<file path="config.mk">
export PLATFORM = sky130hd
export DESIGN_NAME = pusc_power_up_state_control
export DESIGN_NICKNAME = d
export VERILOG_FILES = /design/src/pusc_pkg.sv /design/src/pusc_power_up_state_control.sv /design/src/pusc_sync.sv
export SDC_FILE = /design/constraint.sdc
export NUM_CORES = 1
export LEC_CHECK = 0
export ABC_AREA = 0
export BUFFER_PORTS_ARGS = -buffer_cell sky130_fd_sc_hd__buf_2
export CAP_MARGIN = 0
export CORE_UTILIZATION = 37
export CTS_CLUSTER_DIAMETER = 30
export DETAILED_ROUTE_END_ITERATION = 12
export SLEW_MARGIN = 20
export SYNTH_ARGS = -nofsm -noshare
export SYNTH_HDL_FRONTEND = slang
export SYNTH_SLANG_ARGS = --single-unit
</file>
<file path="constraint.sdc">
create_clock -name core_clk -period 2.2 [get_ports core_clk]
set_input_delay 0.11 -clock core_clk [delete_from_list [all_inputs] [get_ports core_clk]]
set_output_delay 0.11 -clock core_clk [all_outputs]
set_load 0.02 [all_outputs]
</file>
<file path="src/pusc_pkg.sv">
package pusc_pkg;

  // Sequencer states
  typedef enum logic [2:0] {
    PUSC_QUIET   = 3'b000,
    PUSC_INIT    = 3'b001,
    PUSC_ERASED  = 3'b010,
    PUSC_USER    = 3'b011,
    PUSC_PROGRAM = 3'b100
  } pusc_state_e;

  // Pin-cell and core enables presented to the device fabric
  typedef struct packed {
    logic outEnable;
    logic pullUpOn;
    logic inputEnable;
    logic clockEnable;
    logic blockEnable;
    logic testPortEnable;
  } pusc_ctrl_s;

  // Core clock rate and initialisation time
  localparam int unsigned CLK_HZ       = 10_000_000;
  localparam int unsigned INIT_US_SMALL = 100;
  localparam int unsigned INIT_US_MID   = 200;
  localparam int unsigned INIT_US_LARGE = 300;
  localparam int unsigned INIT_CYCLES_SMALL = (INIT_US_SMALL * (CLK_HZ / 1_000_000));
  localparam int unsigned INIT_CYCLES_MID   = (INIT_US_MID * (CLK_HZ / 1_000_000));
  localparam int unsigned INIT_CYCLES_LARGE = (INIT_US_LARGE * (CLK_HZ / 1_000_000));
  localparam int unsigned CNT_W = 16;

  // Quiescent, erased and user control values
  localparam pusc_ctrl_s CTRL_QUIET  = '{outEnable: 1'b0, pullUpOn: 1'b1, inputEnable: 1'b0,
                                        clockEnable: 1'b0, blockEnable: 1'b0, testPortEnable: 1'b0};
  localparam pusc_ctrl_s CTRL_ERASED = '{outEnable: 1'b0, pullUpOn: 1'b1, inputEnable: 1'b0,
                                        clockEnable: 1'b0, blockEnable: 1'b0, testPortEnable: 1'b1};
  localparam pusc_ctrl_s CTRL_USER   = '{outEnable: 1'b1, pullUpOn: 1'b0, inputEnable: 1'b1,
                                        clockEnable: 1'b1, blockEnable: 1'b1, testPortEnable: 1'b1};

endpackage : pusc_pkg

</file>
<file path="src/pusc_power_up_state_control.sv">
`timescale 1ns/10ps
`default_nettype none

module pusc_power_up_state_control #(
  parameter int unsigned INIT_CYCLES = pusc_pkg::INIT_CYCLES_SMALL
) (
  // Clock and reset
  input  wire logic               core_clk,
  input  wire logic               rst_b,
  // Supply monitor and stored configuration (asynchronous)
  input  wire logic               coreSupplyGood,
  input  wire logic               patternValid,
  input  wire logic               programMode,
  // Fabric controls
  output pusc_pkg::pusc_ctrl_s    ctrl,
  output logic                    userRegInit,
  output pusc_pkg::pusc_state_e   state
);

  // Last count of the initialisation interval, cut to the counter width
  localparam int unsigned                INIT_LAST_I = INIT_CYCLES - 1;
  localparam logic [pusc_pkg::CNT_W-1:0] INIT_LAST   = INIT_LAST_I[pusc_pkg::CNT_W-1:0];

  ////////////////////////////////////////////////////////////////////////////
  // Input synchronisation
  logic [2:0] syncIn;
  logic       supplySafe;
  logic       patValidS;
  logic       progModeS;

  // Supply, flag and mode are level pins from outside the clock domain.
  // Each passes its own two flops; a cycle of skew between them is harmless
  // since every decision waits on settled levels.
  pusc_sync #(.WIDTH(3)) u_sync (
    .core_clk (core_clk),
    .rst_b    (rst_b),
    .asyncIn  ({coreSupplyGood, patternValid, programMode}),
    .syncOut  (syncIn)
  );

  assign supplySafe = syncIn[2];
  assign patValidS  = syncIn[1];
  assign progModeS  = syncIn[0];

  ////////////////////////////////////////////////////////////////////////////
  // Sequencer
  pusc_pkg::pusc_state_e         state_r;
  pusc_pkg::pusc_state_e         state_nxt;
  logic [pusc_pkg::CNT_W-1:0]    initCnt_r;
  logic                          initDone;

  assign initDone = (initCnt_r == INIT_LAST);

  // Next-state decision
  always_comb begin
    state_nxt = state_r;
    case (state_r)
      pusc_pkg::PUSC_QUIET: begin
        if (supplySafe) begin
          state_nxt = pusc_pkg::PUSC_INIT;
        end
      end
      pusc_pkg::PUSC_INIT: begin
        if (initDone) begin
          state_nxt = patValidS ? pusc_pkg::PUSC_USER : pusc_pkg::PUSC_ERASED;
        end
      end
      pusc_pkg::PUSC_ERASED: begin
        if (progModeS) begin
          state_nxt = pusc_pkg::PUSC_PROGRAM;
        end
      end
      pusc_pkg::PUSC_USER: begin
        if (progModeS) begin
          state_nxt = pusc_pkg::PUSC_PROGRAM;
        end
      end
      pusc_pkg::PUSC_PROGRAM: begin
        if (!progModeS) begin
          state_nxt = pusc_pkg::PUSC_INIT;  // Re-initialise after programming
        end
      end
      default: state_nxt = pusc_pkg::PUSC_QUIET;
    endcase
    if (!supplySafe) begin
      state_nxt = pusc_pkg::PUSC_QUIET;
    end
  end

  // State register
  always_ff @(posedge core_clk or negedge rst_b) begin
    if (!rst_b) begin
      state_r <= pusc_pkg::PUSC_QUIET;
    end else begin
      state_r <= state_nxt;
    end
  end

  // Initialisation timer
  // Holds at the last count until the state moves on, cleared outside init
  always_ff @(posedge core_clk or negedge rst_b) begin
    if (!rst_b) begin
      initCnt_r <= '0;
    end else if (state_r == pusc_pkg::PUSC_INIT && !initDone) begin
      initCnt_r <= initCnt_r + 1'b1;
    end else if (state_r != pusc_pkg::PUSC_INIT) begin
      initCnt_r <= '0;
    end
  end

  ////////////////////////////////////////////////////////////////////////////
  // Registered outputs
  // Driven from the next state, so pins and state change on one edge and
  // never disagree for a cycle
  always_ff @(posedge core_clk or negedge rst_b) begin
    if (!rst_b) begin
      ctrl        <= pusc_pkg::CTRL_QUIET;
      userRegInit <= 1'b0;
    end else begin
      userRegInit <= (state_nxt == pusc_pkg::PUSC_INIT);
      case (state_nxt)
        pusc_pkg::PUSC_USER:    ctrl <= pusc_pkg::CTRL_USER;
        pusc_pkg::PUSC_ERASED:  ctrl <= pusc_pkg::CTRL_ERASED;
        pusc_pkg::PUSC_PROGRAM: ctrl <= pusc_pkg::CTRL_ERASED;
        default:                ctrl <= pusc_pkg::CTRL_QUIET;
      endcase
    end
  end

  assign state = state_r;

  ////////////////////////////////////////////////////////////////////////////
  // Assertions

  // Checker-side count of cycles spent initialising
  logic [pusc_pkg::CNT_W-1:0] initLen_r;

  always_ff @(posedge core_clk or negedge rst_b) begin
    if (!rst_b) begin
      initLen_r <= '0;
    end else if (state_r != pusc_pkg::PUSC_INIT) begin
      initLen_r <= '0;
    end else if (initLen_r != '1) begin
      initLen_r <= initLen_r + 1'b1;
    end
  end

  // Quiescent while the supply is unsafe
  a_quiet_until_safe: assert property (@(posedge core_clk) disable iff (!rst_b)
    !supplySafe |=> state_r == pusc_pkg::PUSC_QUIET) else $error("left quiet without safe supply");

  // Pins and test port off when quiescent
  a_quiet_pins_off: assert property (@(posedge core_clk) disable iff (!rst_b)
    state_r == pusc_pkg::PUSC_QUIET |-> ctrl == pusc_pkg::CTRL_QUIET) else $error("quiet pins not off");

  // Full interval before leaving initialisation
  a_init_duration: assert property (@(posedge core_clk) disable iff (!rst_b)
    state_r == pusc_pkg::PUSC_INIT &&
    (state_nxt == pusc_pkg::PUSC_USER || state_nxt == pusc_pkg::PUSC_ERASED) |->
    initLen_r == INIT_LAST) else $error("init interval wrong");

  // No early exit from initialisation
  a_init_no_early: assert property (@(posedge core_clk) disable iff (!rst_b)
    state_r == pusc_pkg::PUSC_INIT && !initDone && supplySafe |=> state_r == pusc_pkg::PUSC_INIT)
    else $error("init ended early");

  // Init strobe tracks the initialising state
  a_init_strobe: assert property (@(posedge core_clk) disable iff (!rst_b)
    userRegInit == (state_r == pusc_pkg::PUSC_INIT)) else $error("init strobe wrong");

  // Erased device pins
  a_erased_outputs: assert property (@(posedge core_clk) disable iff (!rst_b)
    state_r == pusc_pkg::PUSC_ERASED |-> !ctrl.outEnable && ctrl.pullUpOn && ctrl.testPortEnable)
    else $error("erased pins wrong");

  // User operation pins
  a_user_outputs: assert property (@(posedge core_clk) disable iff (!rst_b)
    state_r == pusc_pkg::PUSC_USER |-> ctrl.outEnable && !ctrl.pullUpOn && ctrl.testPortEnable)
    else $error("user pins wrong");

  // Core enables only in user operation
  a_core_gated: assert property (@(posedge core_clk) disable iff (!rst_b)
    (ctrl.inputEnable || ctrl.clockEnable || ctrl.blockEnable) |-> state_r == pusc_pkg::PUSC_USER)
    else $error("core enabled outside user");

  // Core fully enabled in user operation
  a_user_core_on: assert property (@(posedge core_clk) disable iff (!rst_b)
    state_r == pusc_pkg::PUSC_USER |-> ctrl.inputEnable && ctrl.clockEnable && ctrl.blockEnable)
    else $error("core not enabled in user");

  // Pull-ups on outside normal operation
  a_pullup_rule: assert property (@(posedge core_clk) disable iff (!rst_b)
    ctrl.pullUpOn == (state_r != pusc_pkg::PUSC_USER)) else $error("pull-up state wrong");

  // Programming keeps pins off, pull-ups and test port on
  a_program_pins: assert property (@(posedge core_clk) disable iff (!rst_b)
    state_r == pusc_pkg::PUSC_PROGRAM |-> ctrl == pusc_pkg::CTRL_ERASED)
    else $error("program pins wrong");

  // Choice after initialisation follows the stored flag
  a_choice_flag: assert property (@(posedge core_clk) disable iff (!rst_b)
    state_r == pusc_pkg::PUSC_INIT && initDone && supplySafe |=>
    state_r == ($past(patValidS) ? pusc_pkg::PUSC_USER : pusc_pkg::PUSC_ERASED))
    else $error("wrong post-init choice");

  // Main scenarios
  c_reach_user:   cover property (@(posedge core_clk) disable iff (!rst_b) state_r == pusc_pkg::PUSC_USER);
  c_reach_erased: cover property (@(posedge core_clk) disable iff (!rst_b) state_r == pusc_pkg::PUSC_ERASED);
  c_brownout:     cover property (@(posedge core_clk) disable iff (!rst_b)
    state_r == pusc_pkg::PUSC_USER ##1 state_r == pusc_pkg::PUSC_QUIET);
  c_init_abort:   cover property (@(posedge core_clk) disable iff (!rst_b)
    state_r == pusc_pkg::PUSC_INIT ##1 state_r == pusc_pkg::PUSC_QUIET);
  c_program:      cover property (@(posedge core_clk) disable iff (!rst_b) state_r == pusc_pkg::PUSC_PROGRAM);

endmodule : pusc_power_up_state_control

`default_nettype wire

</file>
<file path="src/pusc_sync.sv">
`timescale 1ns/10ps
`default_nettype none

module pusc_sync #(
  parameter int unsigned WIDTH = 1
) (
  // Clock and reset
  input  wire logic             core_clk,
  input  wire logic             rst_b,
  // Asynchronous in, synchronous out
  input  wire logic [WIDTH-1:0] asyncIn,
  output logic      [WIDTH-1:0] syncOut
);

  logic [WIDTH-1:0] stage1_r;

  // Two-flop synchroniser per bit
  genvar gi;
  generate
    for (gi = 0; gi < WIDTH; gi++) begin : g_bit
      always_ff @(posedge core_clk or negedge rst_b) begin
        if (!rst_b) begin
          stage1_r[gi] <= 1'b0;
          syncOut[gi]  <= 1'b0;
        end else begin
          stage1_r[gi] <= asyncIn[gi];
          syncOut[gi]  <= stage1_r[gi];
        end
      end
    end
  endgenerate

endmodule : pusc_sync

`default_nettype wire

</file>
* Word-level counts from Yosys, hierarchy flattened
Cells that the tools add are included.
Storage, ports and cells: word-level logic and storage cells 41, bits in registers 32, output and inout bits 10, memory bits (writable) 0, memories kept 0, memory bits (read-only) 0, latch bits 0
Operators by class: $add $sub $neg 1, eq/ne operators 10, shifts and indexed selects 0, divide/modulo/power cells 0, multipliers 0, mux-type cells 9, reductions and logical operators 6, bitwise gates (word level) 0, $lt $le $gt $ge 0
Operators with widths (number):
- 16-bit 2-to-1 mux | 2
- 16-bit by 1-bit adder with 16-bit output (second input constant) | 1
- 16-bit by 10-bit equality test with 1-bit output (second input constant) | 1
- 3-bit by 2-bit equality test with 1-bit output (second input constant) | 4
- 3-bit 2-to-1 mux | 4
- 3-bit one-hot mux with 4 select lines | 1
- 6-bit one-hot mux with 2 select lines | 1
- 3-bit by 1-bit equality test with 1-bit output (second input constant) | 2
- 3-bit equality test (second input constant) | 2
- 2-bit OR reduction | 2
- 3-bit logical NOT | 1
- 3-bit by 1-bit != test with 1-bit output (second input constant) | 1
- 2-bit nonzero test | 1
- 1-bit logical AND | 1
- 1-bit logical NOT | 1
- 1-bit 2-to-1 mux | 1

* Depth between registers and ports, before layout
depth in word-level cells 7, mapped depth 5, gate-level depth less buffers 5

* Hierarchy
A second synthesis with hierarchy kept.
Second synthesis, totals: cell total of the unflattened synthesis 127, area total of the unflattened synthesis 1327.5 um2
Modules (own cells, without submodules):
- pusc_power_up_state_control | area an instance 1177.4 um2, times used 1, cells an instance 121
- pusc_sync | area an instance 150.1 um2, times used 1, cells an instance 6

* Worst setup path before layout
OpenSTA, ideal clock, no wires.
kind reg-to-reg, start point register initCnt_r[12] (netlist name), end point register userRegInit, arrival time 1.729 ns, path buffers 0, stages on the path, launching flop included 5, clock period less this slack 1.850 ns, setup slack 0.350 ns, required time 2.080 ns, cell sequence dfrtp_1 > or4_4 > nor4_4 > a21oi_2 > and3b_2
On the way: cells in the longest elaborated chain, start to end 5
RTL lines:
- start: declaration | RTL line pusc_power_up_state_control.sv:49 | logic [pusc_pkg::CNT_W-1:0] initCnt_r;
- start signal: assignment | RTL line pusc_power_up_state_control.sv:105 | initCnt_r <= initCnt_r + 1'b1;
- 16-bit by 10-bit equality test with 1-bit output | RTL line pusc_power_up_state_control.sv:52 | assign initDone = (initCnt_r == INIT_LAST);
- 3-bit 2-to-1 mux | RTL line pusc_power_up_state_control.sv:64 | if (initDone) begin
- 3-bit one-hot mux with 4 select lines | RTL line pusc_power_up_state_control.sv:57 | case (state_r)
- 3-bit 2-to-1 mux | RTL line pusc_power_up_state_control.sv:85 | if (!supplySafe) begin
- 3-bit by 1-bit equality test with 1-bit output | RTL line pusc_power_up_state_control.sv:120 | userRegInit <= (state_nxt == pusc_pkg::PUSC_INIT);
- end signal: assignment | RTL line pusc_power_up_state_control.sv:120
- end: declaration | RTL line pusc_power_up_state_control.sv:16 | output logic userRegInit,
Every way passes these cells. A chain may end at the register's enable or synchronous reset.

* Worst setup path after layout
Same ends and word-level chain as after synthesis.

==> impl_metrics.py <==
metrics = {
    "status": {
        "status": "finished clean",
    },
    "pwr": {
        "seq_power_share_pct": 61.1,
        "p_int_w": 0.000688,
        "p_comb_share_pct": 6.5,
        "p_per_area_mw_per_mm2": 605,
        "peakVddDrop_uv": 267,
        "switching_share_pct": 24.2,
        "p_leak_nw": 0.683,
        "power.switching_w": 0.000219,
        "p_clk_share_pct": 32.4,
    },
    "route": {
        "drc_errors": 0,
        "final_antenna_net_count": 0,
        "via_per_inst": 4.92,
        "routed_wl_um": 2250,
        "drt_iter0_drc": 29,
        "wl_per_cell_um": 11.9,
        "first_pass_iters": 4,
        "num_vias": 935,
    },
    "cts": {
        "post_cts_resized": 0,
        "cts_buffer_depth": 2,
        "cts.sinks": 29,
        "clock_latency_ns": 0.32,
        "htreeDepth": 2,
        "cts_made_buffers": 5,
        "cts_tree": "built",
        "cts_root_buf": "clkbuf_4",
        "cts.clk_slew.worst_paths_ns": 0.09,
    },
    "place": {
        "portBuffers": 14,
        "dp_hpwl_um": 1580,
        "place_congestion": 0.730,
    },
    "timing": {
        "rsz0062_at_grt": "no",
        "period_share_pct": 89.8,
        "clock_skew_ns": 0.00864,
        "slew_violations": 0,
        "setup_tns_ns": 0,
        "finalHoldViolations": 0,
        "relSlewSlack_pct": 55.8,
        "finalSetupViolations": 0,
        "hold_ws_ns": 0.322,
        "period_minus_slack_ns": 1.97,
        "max_slew.worst_pin.slew_ns": 0.661,
        "max_freq_mhz": 506,
    },
    "worst_setup_path": {
        "r2r_end": "userRegInit$_DFF_PN0_",
        "cp-endpoint": "userRegInit$_DFF_PN0_",
        "reg2reg_slack_ns": 0.23,
        "cp.required_ns": 2.42,
        "reg2reg_from": "initCnt_r[12]$_DFFE_PN0P_",
        "worstPathArrival_ns": 2.19,
        "critical_path_class": "reg -> reg",
        "worst_setup_path_start_kind": "register",
        "crit_path_start": "initCnt_r[12]$_DFFE_PN0P_",
        "r2r_cells": 4,
        "cp-end-kind": "register",
        "critPathMaxFanout": 7,
    },
    "floorplanning": {
        "io_pins": 15,
        "rows": 21,
        "design.die.area_mm2": 0.00371,
        "fp.dieH_um": 60.9,
        "initial_core_util_pct": 38.4,
        "die_w_um": 60.9,
        "core_area_mm2": 0.00334,
    },
    "layout": {
        "syn_to_final_growth_pct": 16.8,
        "nNetsFinal": 149,
        "n_antenna_cell": 0,
        "seq_area_um2": 727,
        "n_fill_cell": 332,
        "multi_input_area_um2": 518,
        "drive_gt1_share_pct": 25.0,
        "fin_util_pct": 44.9,
    },
    "synth": {
        "synth_area_leader_cell": "dfrtp_1",
        "synth.area.top_cells": "dfrtp_1 (55%), nor2_1 (4.7%), xnor2_1 (3.4%), a21oi_1 (3.1%), nand2_1 (2.9%)",
        "synth_seq_area_share_pct": 56.7,
        "synth_edf_count": 0,
        "syn_inst": 119,
        "synth_flop_cell": "dfrtp_1",
        "synth_mux_area_share_pct": 0.780,
        "synth_top_family_by_area": "simple AND/OR/NAND/NOR gates",
        "ys_types": 35,
        "yosysWarnings": 0,
        "netlist.area_leader.share_pct": 54.6,
        "syn_avg_cell_area_um2": 10.8,
        "yosys.area_share.xor_xnor_pct": 4.78,
        "syn_area_mm2": 0.00128,
        "ys_ff_latch": 29,
        "synthSimpleGateAreaFrac_pct": 21.6,
        "synth_fa_ha_area_share_pct": 0.976,
        "synthArstFlopShare_pct": 100,
        "synth_nets": 125,
        "synth_compound_area_share_pct": 12.3,
    },
    "global_route": {
        "grt_first_pass_wirelength_um": 3710,
        "grt_max_degree": 30,
        "track_usage_pct": 14.2,
        "overflow": 0,
        "antenna_found_initial": 0,
        "grt_pass1_vias": 858,
    },
    "job": {
        "max-cap-violations": 0,
    },
    "hold_path": {
        "hold_path.class": "in -> async",
    },
}
worst min-delay path by stage:
| stage | slack, ns | start | cells past startpoint | end |
|---|---|---|---|---|
| after floorplan | -0.19 | rst_b | 0 | ctrl[0]$_DFF_PN0_ |
| after global placement | 0.17 | rst_b | 1 | initCnt_r[4]$_DFFE_PN0P_ |
| after detailed placement | 0.16 | rst_b | 1 | initCnt_r[5]$_DFFE_PN0P_ |
| after CTS | 0.35 | rst_b | 2 | initCnt_r[5]$_DFFE_PN0P_ |
| after global routing | 0.37 | u_sync.stage1_r[1]$_DFF_PN0_ | 0 | u_sync.syncOut[1]$_DFF_PN0_ |
| final | 0.32 | rst_b | 2 | initCnt_r[5]$_DFFE_PN0P_ |
area by class of cell:
| cell class | instances | share of cell area [%] |
|---|---|---|
| Sequential cell | 29 | 48.5 |
| Multi-Input combinational cell | 83 | 34.6 |
| Timing Repair Buffer | 21 | 8.86 |
| Tap cell | 46 | 3.84 |
| Clock buffer | 6 | 2.76 |
| Inverter | 3 | 0.752 |
| Clock inverter | 2 | 0.668 |
metal layers:
layer | part of all wire (%) | GRT usage, % | up-vias
li1 | - | - | 468
met1 | 46 | 16.0 | 445
met2 | 48 | 23.5 | 17
met3 | 3.9 | 5.76 | 5
met4 | 2.2 | 6.82 | 0
met5 | 0 | 0 | -
critical path, stage by stage, from the launching register on:
cell and delay [ns]:
dfrtp_1 0.43, or4_4 0.56, nor4_4 0.49, a21oi_2 0.16
and3b_2 0.24
cells in the mapped netlist, drive strengths merged, types with 2 or more instances:
master,n
nor4,3
a31o,2
nor2,16
nor3,5
and3b,2
inv,3
a211oi,2
buf,3
nand3,3
nor3b,2
nand2,10
xnor2,5
o21ai,5
xor2,2
a31oi,2
nand4,2
a21oi,9
or3,4
dfrtp,28
a41o,2
registers in the layout, summed over array words and instances (netlist names):
name,flops
ctrl,3
initCnt_r,16
state,3
u_sync.stage1_r,3
u_sync.syncOut,3
userRegInit,1
kinds of logic after synthesis:
group           count (synthesis)
mux                             1
buf+inv                         7
fa+ha+maj                       1
flops                          29
simple gates                   50
xor+xnor                        7
compound gates                 24
power by group through the flow:
stage | Combinational, W | Clock, W | Sequential (W)
finish | 0.0000592 | 0.000294 | 0.000554
global route | 0.0000668 | 0.000336 | 0.000556
CTS | 0.0000602 | 0.000309 | 0.000554
detailed placement | 0.0000545 | 0 | 0.000564
global placement | 0.0000538 | 0 | 0.000564
floorplan | 0.0000264 | 0 | 0.000566
cells in the final DEF, fill, tap and decap left out, types with 2 or more instances in the layout:
cell type / netlist / final
nand3_1: 3 / 3
dfrtp_1: 28 / 28
nor4_1: 2 / 2
o21ai_0: 5 / 5
inv_1: 3 / 3
a31oi_1: 2 / 2
xor2_1: 2 / 2
clkbuf_4: 0 / 5
nand4_1: 2 / 2
xnor2_1: 5 / 5
buf_2: 0 / 14
dlygate4sd3_1: 0 / 4
clkinv_2: 0 / 2
nand2_1: 10 / 10
nor2_1: 16 / 16
buf_4: 3 / 3
or3_1: 3 / 3
a31o_2: 2 / 2
nor3_1: 4 / 4
nor3b_1: 2 / 2
a211oi_1: 2 / 2
a21oi_1: 8 / 8
per-stage QoR:
| stage | instance area [µm²] | total power [W] | instances | setup WS (ns) |
|---|---|---|---|---|
| after global placement | 1410 | 0.000618 | 178 | 0.262 |
| final | 1500 | 0.000907 | 190 | 0.225 |
| after CTS | 1500 | 0.000923 | 190 | 0.227 |
| after detailed placement | 1410 | 0.000619 | 178 | 0.226 |
| after global routing | 1500 | 0.000959 | 190 | 0.148 |
| after floorplan | 1280 | 0.000593 | 119 | 0.350 |
what timing repair did:
| action | in CTS | in global routing |
|---|---|---|
| hold buffers | 4 | 0 |
| buffers inserted | 0 | 0 |
| hold endpoints to repair | 31 | 0 |
No activity file was read; power rests on OpenSTA's default activity.
